[config.mk]
export PLATFORM = sky130hd
export DESIGN_NAME = lfc_ctrl
export DESIGN_NICKNAME = d
export VERILOG_FILES = /design/src/core/lfc_ctrl.v
export VERILOG_INCLUDE_DIRS = /design/src /design/src/core
export SDC_FILE = /design/constraint.sdc
export NUM_CORES = 1
export LEC_CHECK = 0
export BUFFER_PORTS_ARGS = -buffer_cell sky130_fd_sc_hd__buf_4
export CORE_MARGIN = 3
export CORE_UTILIZATION = 58
export DETAILED_ROUTE_END_ITERATION = 8
export PLACE_DENSITY = 0.91
export SYNTH_ARGS = -nofsm -noshare
export SYNTH_HDL_FRONTEND = slang
export SYNTH_SLANG_ARGS = --single-unit
[constraint.sdc]
create_clock -name pclk -period 2.67 [get_ports pclk]
set_clock_uncertainty 0.1 [all_clocks]
set_input_delay 0.1335 -clock pclk [delete_from_list [all_inputs] [get_ports pclk]]
set_output_delay 0.1335 -clock pclk [all_outputs]
set_load 0.01 [all_outputs]
[src/core/lfc_consts.vh]
// Register offsets, field positions and timing counts of the slow clock controller
`ifndef LFC_CONSTS_VH
`define LFC_CONSTS_VH
`define LFC_START_FAST_TASK   12'h000
`define LFC_STOP_FAST_TASK    12'h004
`define LFC_START_SLOW_TASK   12'h008
`define LFC_STOP_SLOW_TASK    12'h00c
`define LFC_CAL_TASK          12'h010
`define LFC_TMR_START_TASK    12'h014
`define LFC_TMR_STOP_TASK     12'h018
`define LFC_FAST_STARTED_EVT  12'h100
`define LFC_SLOW_STARTED_EVT  12'h104
`define LFC_CAL_DONE_EVT      12'h10c
`define LFC_TIMEOUT_EVT       12'h110
`define LFC_INTEN_SET         12'h304
`define LFC_INTEN_CLR         12'h308
`define LFC_FAST_RUN          12'h408
`define LFC_FAST_STAT         12'h40c
`define LFC_SLOW_RUN          12'h414
`define LFC_SLOW_STAT         12'h418
`define LFC_SRC_SNAP          12'h41c
`define LFC_SRC_SEL           12'h518
`define LFC_CAL_IV            12'h538
`define LFC_SYS_OFF           12'h600
// Source select fields
`define LFC_SRC_LSB           0
`define LFC_BYPASS_BIT        16
`define LFC_EXTERNAL_BIT      17
`define LFC_SRC_RC            2'h0
`define LFC_SRC_XTAL          2'h1
`define LFC_SRC_SYNTH         2'h2
// Status fields
`define LFC_STATE_BIT         16
`define LFC_IV_RESET          7'h00
// Timing: slow tick 30517 ns at 100 ns clock
`define LFC_SLOW_PERIOD_NS    30517
`define LFC_CLK_NS            100
`define LFC_SLOW_DIV          (`LFC_SLOW_PERIOD_NS / `LFC_CLK_NS)
`define LFC_XTAL_START_TICKS  16
`define LFC_CAL_TICKS         8
`endif

[src/core/lfc_ctrl.v]
// Slow clock controller: source select, start/stop, RC calibration and interval timer
//
// The APB slave port was left to the implementer.
`timescale 1ns/1ps
`include "lfc_consts.vh"
module lfc_ctrl #(
  parameter SLOW_DIV    = `LFC_SLOW_DIV,
  parameter XTAL_TICKS  = `LFC_XTAL_START_TICKS,
  parameter CAL_TICKS   = `LFC_CAL_TICKS,
  parameter FAST_TICKS  = 4
) (
  input  wire        pclk,
  input  wire        presetn,
  input  wire        psel,
  input  wire        penable,
  input  wire        pwrite,
  input  wire [11:0] paddr,
  input  wire [31:0] pwdata,
  output reg  [31:0] prdata,
  output reg         pready,
  output reg         pslverr,
  input  wire        xtal_ready_pin,
  output reg         slow_rc_en,
  output reg         slow_crystal_en,
  output reg         slow_crystal_ext,
  output reg         slow_crystal_bypass,
  output reg         slow_synth_en,
  output reg         fast_clock_req,
  output reg         fast_crystal_en,
  output reg         slow_tick,
  output reg         cal_active
);
  localparam ST_OFF   = 3'b001;
  localparam ST_START = 3'b010;
  localparam ST_RUN   = 3'b100;

  reg [2:0]  state_q;
  reg        run_req_q;
  reg        on_xtal_q;
  reg [17:0] src_sel_q;
  reg [17:0] src_snap_q;
  reg [1:0]  act_src_q;
  reg        sys_off_q;
  reg        fast_run_q;
  reg        fast_up_q;
  reg [7:0]  fast_cnt_q;
  reg [7:0]  xtal_cnt_q;
  reg [7:0]  cal_cnt_q;
  reg [6:0]  iv_q;
  reg [6:0]  tmr_q;
  reg        tmr_run_q;
  reg [15:0] div_q;
  reg [3:0]  evt_q;
  reg [3:0]  inten_q;
  reg        cal_pend_q;
  reg        start_pend_q;
  reg        stop_pend_q;
  reg        xrdy_meta_q;
  reg        xrdy_q;

  wire       wr = psel & penable & pwrite;
  wire       t_fstart = wr && paddr == `LFC_START_FAST_TASK && pwdata[0];
  wire       t_fstop = wr && paddr == `LFC_STOP_FAST_TASK && pwdata[0];
  wire       t_start = wr && paddr == `LFC_START_SLOW_TASK && pwdata[0];
  wire       t_stop = wr && paddr == `LFC_STOP_SLOW_TASK && pwdata[0];
  wire       t_cal = wr && paddr == `LFC_CAL_TASK && pwdata[0];
  wire       t_tstart = wr && paddr == `LFC_TMR_START_TASK && pwdata[0];
  wire       t_tstop = wr && paddr == `LFC_TMR_STOP_TASK && pwdata[0];
  wire       running = state_q != ST_OFF;
  wire       tick = div_q == 16'h0000;
  wire [1:0] wsrc = pwdata[1:0];
  // Writes with the reserved code, or with bypass or external bits the source does not allow, are dropped
  wire       wsrc_ok = (wsrc == `LFC_SRC_XTAL) ? !(!pwdata[`LFC_EXTERNAL_BIT] &&
                       pwdata[`LFC_BYPASS_BIT]) : (wsrc != 2'h3 &&
                       !pwdata[`LFC_EXTERNAL_BIT] && !pwdata[`LFC_BYPASS_BIT]);
  reg  [3:0] evt_set;
  reg  [31:0] rd;

  always @(posedge pclk or negedge presetn)
  begin
    if (!presetn)
    begin
      xrdy_meta_q <= 1'b0;
      xrdy_q      <= 1'b0;
    end
    else
    begin
      xrdy_meta_q <= xtal_ready_pin;
      xrdy_q      <= xrdy_meta_q;
    end
  end

  // Slow tick divider: only runs while a slow source is on
  always @(posedge pclk or negedge presetn)
  begin
    if (!presetn)
      div_q <= 16'h0000;
    else if (!running || tick)
      div_q <= SLOW_DIV[15:0] - 16'h0001;
    else
      div_q <= div_q - 16'h0001;
  end

  always @*
  begin
    evt_set = 4'h0;
    if (fast_run_q && !fast_up_q && fast_cnt_q == FAST_TICKS[7:0])
      evt_set[0] = 1'b1;
    if (state_q == ST_START && tick && act_src_q == `LFC_SRC_XTAL &&
        xtal_cnt_q == XTAL_TICKS[7:0] && xrdy_q)
      evt_set[1] = 1'b1;
    if (state_q == ST_START && tick && act_src_q != `LFC_SRC_XTAL)
      evt_set[1] = 1'b1;
    if (cal_active && tick && cal_cnt_q == 8'h01)
      evt_set[2] = 1'b1;
    if (tmr_run_q && tick && tmr_q == 7'h01)
      evt_set[3] = 1'b1;
  end

  always @(posedge pclk or negedge presetn)
  begin
    if (!presetn)
    begin
      state_q      <= ST_OFF;
      run_req_q    <= 1'b0;
      on_xtal_q    <= 1'b0;
      src_sel_q    <= 18'h00000;
      src_snap_q   <= 18'h00000;
      act_src_q    <= `LFC_SRC_RC;
      sys_off_q    <= 1'b0;
      fast_run_q   <= 1'b0;
      fast_up_q    <= 1'b0;
      fast_cnt_q   <= 8'h00;
      xtal_cnt_q   <= 8'h00;
      cal_cnt_q    <= 8'h00;
      cal_active   <= 1'b0;
      iv_q         <= `LFC_IV_RESET;
      tmr_q        <= 7'h00;
      tmr_run_q    <= 1'b0;
      evt_q        <= 4'h0;
      inten_q      <= 4'h0;
      cal_pend_q   <= 1'b0;
      start_pend_q <= 1'b0;
      stop_pend_q  <= 1'b0;
    end
    else if (sys_off_q)
    begin
      state_q    <= ST_OFF;
      run_req_q  <= 1'b0;
      on_xtal_q  <= 1'b0;
      cal_active <= 1'b0;
      tmr_run_q  <= 1'b0;
      fast_run_q <= 1'b0;
      fast_up_q  <= 1'b0;
      if (wr && paddr == `LFC_SYS_OFF)
        sys_off_q <= pwdata[0];
    end
    else
    begin
      if (wr && paddr == `LFC_SYS_OFF)
        sys_off_q <= pwdata[0];
      if (wr && paddr == `LFC_SRC_SEL && !running && wsrc_ok)
        src_sel_q <= pwdata[17:0];
      if (wr && paddr == `LFC_CAL_IV)
        iv_q <= pwdata[6:0];
      if (wr && paddr == `LFC_INTEN_SET)
        inten_q <= inten_q | {pwdata[4:3], pwdata[1:0]};
      if (wr && paddr == `LFC_INTEN_CLR)
        inten_q <= inten_q & ~{pwdata[4:3], pwdata[1:0]};
      // Fast crystal start-up
      if (t_fstart)
        fast_run_q <= 1'b1;
      else if (t_fstop)
      begin
        fast_run_q <= 1'b0;
        fast_up_q  <= 1'b0;
      end
      if (!fast_run_q)
        fast_cnt_q <= 8'h00;
      else if (!fast_up_q && fast_cnt_q == FAST_TICKS[7:0])
        fast_up_q <= 1'b1;
      else if (!fast_up_q)
        fast_cnt_q <= fast_cnt_q + 8'h01;
      // Slow clock start and stop
      if (t_start)
      begin
        run_req_q  <= 1'b1;
        src_snap_q <= src_sel_q;
        if (!running)
        begin
          act_src_q  <= src_sel_q[1:0];
          state_q    <= ST_START;
          on_xtal_q  <= 1'b0;
          xtal_cnt_q <= 8'h00;
        end
      end
      else if (t_stop)
      begin
        run_req_q  <= 1'b0;
        state_q    <= ST_OFF;
        on_xtal_q  <= 1'b0;
        cal_active <= 1'b0;
      end
      else
      begin
        case (state_q)
          ST_OFF:
            state_q <= ST_OFF;
          ST_START:
          begin
            if (tick && act_src_q == `LFC_SRC_XTAL)
            begin
              if (xtal_cnt_q != XTAL_TICKS[7:0])
                xtal_cnt_q <= xtal_cnt_q + 8'h01;
              else if (xrdy_q)
              begin
                on_xtal_q <= 1'b1;
                state_q   <= ST_RUN;
              end
            end
            else if (tick)
              state_q <= ST_RUN;
          end
          ST_RUN:
            state_q <= ST_RUN;
          default:
            state_q <= ST_OFF;
        endcase
      end
      // Calibration and timer tasks are taken only once per slow period
      if (t_cal)
        cal_pend_q <= 1'b1;
      if (t_tstart)
        start_pend_q <= 1'b1;
      if (t_tstop)
        stop_pend_q <= 1'b1;
      if (tick && running)
      begin
        // A task landing on the tick itself is kept for the next tick
        cal_pend_q   <= t_cal;
        start_pend_q <= t_tstart;
        stop_pend_q  <= t_tstop;
        if (cal_pend_q && state_q == ST_RUN && act_src_q == `LFC_SRC_RC && fast_up_q)
        begin
          cal_active <= 1'b1;
          cal_cnt_q  <= CAL_TICKS[7:0];
        end
        else if (cal_active)
        begin
          cal_cnt_q <= cal_cnt_q - 8'h01;
          if (cal_cnt_q == 8'h01)
            cal_active <= 1'b0;
        end
        if (stop_pend_q)
          tmr_run_q <= 1'b0;
        else if (start_pend_q)
        begin
          tmr_run_q <= 1'b1;
          tmr_q     <= iv_q;
        end
        else if (tmr_run_q)
        begin
          tmr_q <= tmr_q - 7'h01;
          if (tmr_q <= 7'h01)
            tmr_run_q <= 1'b0;
        end
      end
      // Hardware set wins over a software clear
      if (wr && paddr == `LFC_FAST_STARTED_EVT)
        evt_q[0] <= pwdata[0] | evt_set[0];
      else if (evt_set[0])
        evt_q[0] <= 1'b1;
      if (wr && paddr == `LFC_SLOW_STARTED_EVT)
        evt_q[1] <= pwdata[0] | evt_set[1];
      else if (evt_set[1])
        evt_q[1] <= 1'b1;
      if (wr && paddr == `LFC_CAL_DONE_EVT)
        evt_q[2] <= pwdata[0] | evt_set[2];
      else if (evt_set[2])
        evt_q[2] <= 1'b1;
      if (wr && paddr == `LFC_TIMEOUT_EVT)
        evt_q[3] <= pwdata[0] | evt_set[3];
      else if (evt_set[3])
        evt_q[3] <= 1'b1;
    end
  end

  always @*
  begin
    rd = 32'h00000000;
    case (paddr)
      `LFC_FAST_STARTED_EVT: rd[0] = evt_q[0];
      `LFC_SLOW_STARTED_EVT: rd[0] = evt_q[1];
      `LFC_CAL_DONE_EVT:     rd[0] = evt_q[2];
      `LFC_TIMEOUT_EVT:      rd[0] = evt_q[3];
      `LFC_INTEN_SET:        rd[4:0] = {inten_q[3:2], 1'b0, inten_q[1:0]};
      `LFC_INTEN_CLR:        rd[4:0] = {inten_q[3:2], 1'b0, inten_q[1:0]};
      `LFC_FAST_RUN:         rd[0] = fast_run_q;
      `LFC_FAST_STAT:
      begin
        rd[0]              = fast_up_q;
        rd[`LFC_STATE_BIT] = fast_up_q;
      end
      `LFC_SLOW_RUN:         rd[0] = run_req_q;
      `LFC_SLOW_STAT:
      begin
        rd[1:0]            = on_xtal_q ? `LFC_SRC_XTAL :
                             (act_src_q == `LFC_SRC_XTAL ? `LFC_SRC_RC : act_src_q);
        rd[`LFC_STATE_BIT] = running;
      end
      `LFC_SRC_SNAP:         rd[17:0] = src_snap_q;
      `LFC_SRC_SEL:          rd[17:0] = src_sel_q;
      `LFC_CAL_IV:           rd[6:0] = iv_q;
      `LFC_SYS_OFF:          rd[0] = sys_off_q;
      default:               rd = 32'h00000000;
    endcase
  end

  always @(posedge pclk or negedge presetn)
  begin
    if (!presetn)
    begin
      prdata              <= 32'h00000000;
      pready              <= 1'b0;
      pslverr             <= 1'b0;
      slow_rc_en          <= 1'b0;
      slow_crystal_en     <= 1'b0;
      slow_crystal_ext    <= 1'b0;
      slow_crystal_bypass <= 1'b0;
      slow_synth_en       <= 1'b0;
      fast_clock_req      <= 1'b0;
      fast_crystal_en     <= 1'b0;
      slow_tick           <= 1'b0;
    end
    else
    begin
      // No wait states: ready rises in the first access cycle
      pready  <= psel & ~penable;
      pslverr <= 1'b0;
      prdata  <= rd;
      slow_rc_en <= running && (act_src_q == `LFC_SRC_RC ||
                    (act_src_q == `LFC_SRC_XTAL && !on_xtal_q));
      slow_crystal_en     <= running && act_src_q == `LFC_SRC_XTAL;
      slow_crystal_ext    <= running && src_snap_q[`LFC_EXTERNAL_BIT];
      slow_crystal_bypass <= running && src_snap_q[`LFC_BYPASS_BIT];
      slow_synth_en       <= running && act_src_q == `LFC_SRC_SYNTH;
      fast_clock_req      <= (running && act_src_q == `LFC_SRC_SYNTH) ||
                             cal_active || fast_run_q;
      fast_crystal_en     <= fast_run_q;
      slow_tick           <= running && tick;
    end
  end
endmodule // lfc_ctrl

==> metrics.sh <==
STATUS='finished clean'
LAYOUT.CELLS.MOST_COMMON='dfrtp_1'
FINAL_UTIL_PCT=72.8
NETLIST-CELL-TYPE-COUNT=57
TIMING.MAX_CAP.VIOLATIONS=0
MIN-DELAY-PATH-CLASS='in -> reg'
CTSLONGESTPATHBUFFERS=2
DIEWIDTH_UM=115
TOTAL_LEAKAGE_POWER_nW=3.99
SLEW_VIOLATIONS=0
CTS-HTREE-LEVELS=4
CP-END-KIND='flop'
GRT_ANTENNA_BEFORE_REPAIR=0
INSERTION_DELAY_NS=0.43
VIA_COUNT_OF_THE_ROUTED_DESIGN=5974
POWER.DENSITY_mW_PER_MM2=555
FINAL_SUM_OF_NEGATIVE_SETUP_SLACK_NS=0
WORSTPATHREQUIRED_NS=2.88
POST_SYNTH_EDFFS=0
ANTENNA_VIOLATING_NETS_LEFT=0
FINAL_NETS=853
DIE_H_UM=115
TIMING.FINAL.CRIT_SHARE_PCT=97.4
SYNTH_ASYNC_SR_FLOP_SHARE_PCT=100
WORST_SLEW_MARGIN_REL_PCT=52.4
FILLCELLCOUNT=730
DP.FINAL_HPWL_UM=12100
HOLD_VIOL_FINAL=0
FLOORPLAN.ROWS=39
FIRSTDRTPASSITERS=7
CTSROOTBUFFERMASTER='clkbuf_16'
YOSYS_MOST_USED_DFF='dfrtp_1'
TOTALWIRELENGTH_UM=18800
VIA_COUNT_OF_THE_FIRST_GLOBAL_ROUTING_PASS=6178
HOLD-WORST-SLACK_NS=0.0193
WORSTSETUPSTARTPOINTTYPE='flop'
WIRELENGTH_PER_CELL_UM=19.8
INSTANCES_NO_FILL=949
SETUP-VIOLATIONS-FINAL=0
GRT_FIRST_PASS_WIRELENGTH_UM=30600
CRIT_TYPE='reg -> reg'
TIGHTESTPINTRANSITION_NS=0.714
PATH_MAX_FANOUT=8
MAX-VDD-IR-DROP_mV=0.416
CORE-AREA_MM2=0.0116
INITIAL_UTILIZATION_PCT=59.9
GRT_SETUP_UNREPAIRED='false'
SYNTHCELLS=694
POST-ROUTE-MIN-PERIOD_NS=2.60
LAYOUT_COMMON_CELLS='dfrtp_1 (141), nand2_1 (113), buf_4 (89), nor2_1 (56), o21ai_0 (32)'
DRCVIOLATIONCOUNT=0
FLIP_FLOP_AND_LATCH_COUNT_AFTER_SYNTHESIS=142
VIAS_PER_CELL=6.30
DRIVE_GT1_SHARE_PCT=20.8
SYNTH.CELL_AREA_MM2=0.00693
AREA_OF_THE_DIE_MM2=0.0133
PIN_COUNT_OF_THE_BIGGEST_NET_ENTERING_GLOBAL_ROUTING=75
SYNTH.AVG_CELL_AREA_UM2=9.98
GRT.OVERFLOW.TOTAL=0
IO-PIN-COUNT=93
CTS_TREE='done'
FIN_TOTAL_PWR_mW=4.68
INSERTEDDIODECOUNT=0
CTS-BUFFERS-INSERTED=17
INITIALDRTVIOLATIONCOUNT=743
BUFFER_PORTS.INSERTED=63
SYNTH_WARNINGS=0
GP_CONGESTION=0.924
FMAX_GHz=0.385
GROUTE.USAGE.OVERALL_PCT=29.7
AREA_DELTA_SYNTH_FINAL_PCT=21.6
PLACE_INST=893
SYNTH_SEQUENTIAL_AREA_RATIO_PCT=51.3
CLKSLEWWORSTSETUPHOLDPATHS_NS=0.06
CLOCK-SINKS=142
CRIT_PATH_DAT_NS=2.81
-- repair_timing --
item                                    CTS  global route
setup buffers                             0             2
gates resized for setup                   2             2
cloned                                    0             0
endpoints found under the hold margin   105             0
endpoints found under the setup margin    2             4
hold buffers                             22             0
pin swaps                                 0             0
-- worst max-delay path, cell delays in order, from the launching register on --
cell     delay [ns]
dfrtp_1        0.45
nor4_1         0.37
nand4_2        0.21
or4_4          0.61
nor3_4         0.31
o21ai_0        0.17
a22o_1         0.27
-- kinds of logic after synthesis --
family                     Yosys count  share of synthesized area [%]
AOI/OAI and AO/OA                  112                           10.8
and+or+nand+nor                    304                           22.5
xor gates and xnor gates            19                           2.40
adders and majority gates           10                           1.81
muxes                               40                           6.34
buffers and inverters               66                           4.81
other                                1                         0.0541
DFF                                142                           51.3
-- metrics by stage --
step / worst slack, ns / cell area [um2]
after floorplan: 0.312 / 6980
after global placement: 0.139 / 7590
after detailed placement: -0.0182 / 7590
after CTS: 0.0939 / 8400
after global routing: 0.00428 / 8420
final: 0.0706 / 8420
-- synth_stat cells (2+ instances only) --
| master | instances | share of area (%) |
|---|---|---|
| and2_1 | 5 | 0.45 |
| nor4_4 | 2 | 0.61 |
| and3_1 | 4 | 0.36 |
| or4_1 | 5 | 0.54 |
| a222oi_1 | 4 | 0.58 |
| inv_1 | 19 | 1.0 |
| xor2_1 | 12 | 1.5 |
| a31oi_1 | 3 | 0.27 |
| a21oi_1 | 23 | 1.7 |
| nor4_1 | 11 | 0.99 |
| ha_1 | 10 | 1.8 |
| nand3_1 | 19 | 1.4 |
| nand3b_1 | 3 | 0.33 |
| or3_1 | 14 | 1.3 |
| o31ai_1 | 7 | 0.76 |
| a21o_1 | 4 | 0.43 |
| o22a_1 | 2 | 0.25 |
| nor2b_1 | 7 | 0.63 |
| dfrtp_1 | 141 | 51 |
| a22o_1 | 19 | 2.4 |
| nor3b_1 | 6 | 0.65 |
| nand4_1 | 7 | 0.63 |
| and4_1 | 3 | 0.38 |
| xnor2_1 | 7 | 0.89 |
| nor4b_1 | 7 | 0.89 |
| mux2_2 | 31 | 5.0 |
| clkbuf_1 | 18 | 0.98 |
| buf_2 | 11 | 0.79 |
| nand2b_1 | 13 | 1.2 |
| nor2_1 | 56 | 3.0 |
| nand2_1 | 113 | 6.1 |
| nor3_1 | 16 | 1.2 |
| buf_4 | 17 | 1.8 |
| mux2i_1 | 9 | 1.3 |
| a22oi_1 | 5 | 0.54 |
| o211ai_1 | 3 | 0.33 |
| nand4b_1 | 6 | 0.76 |
| or4b_1 | 2 | 0.29 |
| o21ai_0 | 32 | 2.3 |
-- registers in the layout, summed over array words and instances, names as in the netlist, 2 cells and up, named ones only --
name,cells
src_sel_q,18
cal_cnt_q,8
xtal_cnt_q,8
state_q,3
src_snap_q,18
evt_q,4
fast_cnt_q,8
prdata,18
iv_q,7
act_src_q,2
div_q,16
tmr_q,7
-- final timing paths --
path | cells past startpoint | to | startpoint | slack, ns
min in group asynchronous | 2 | fast_cnt_q[5]$_DFFE_PN0P_ | presetn | 0.18
min reg2reg | 0 | xrdy_q$_DFF_PN0_ | xrdy_meta_q$_DFF_PN0_ | 0.25
max reg2reg | 6 | tmr_q[2]$_DFFE_PN0P_ | div_q[8]$_DFF_PN0_ | 0.07
max in group asynchronous | 3 | div_q[13]$_DFF_PN0_ | presetn | 1.47
min | 4 | fast_run_q$_DFFE_PN0P_ | paddr[3] | 0.02
max | 6 | tmr_q[2]$_DFFE_PN0P_ | div_q[8]$_DFF_PN0_ | 0.07
-- where the power goes --
part	internal (mW)	switching, mW
clock network	1.36	0.979
registers	2.16	0.00211
logic	0.0742	0.109
-- final cells by class --
class | instances | area, um2 | share of cell area (%)
flip-flops and latches | 142 | 3550 | 42.2
inverters | 19 | 71.3 | 0.847
clock buffers | 20 | 457 | 5.42
multi-input cells | 500 | 3120 | 37.0
clock inverters | 12 | 125 | 1.49
well taps | 143 | 179 | 2.12
repair buffers | 113 | 920 | 10.9
-- layer usage --
layer	part of all wire, %	GRT usage, %	vias to the layer above	routed length (um)
met5	0	0	-	0
met4	3.7	13.1	0	697
met1	38	36.4	2934	7100
met2	50	49.5	346	9450
li1	-	-	2619	-
met3	8.5	7.84	75	1590
(Power assumes the default switching activity.)
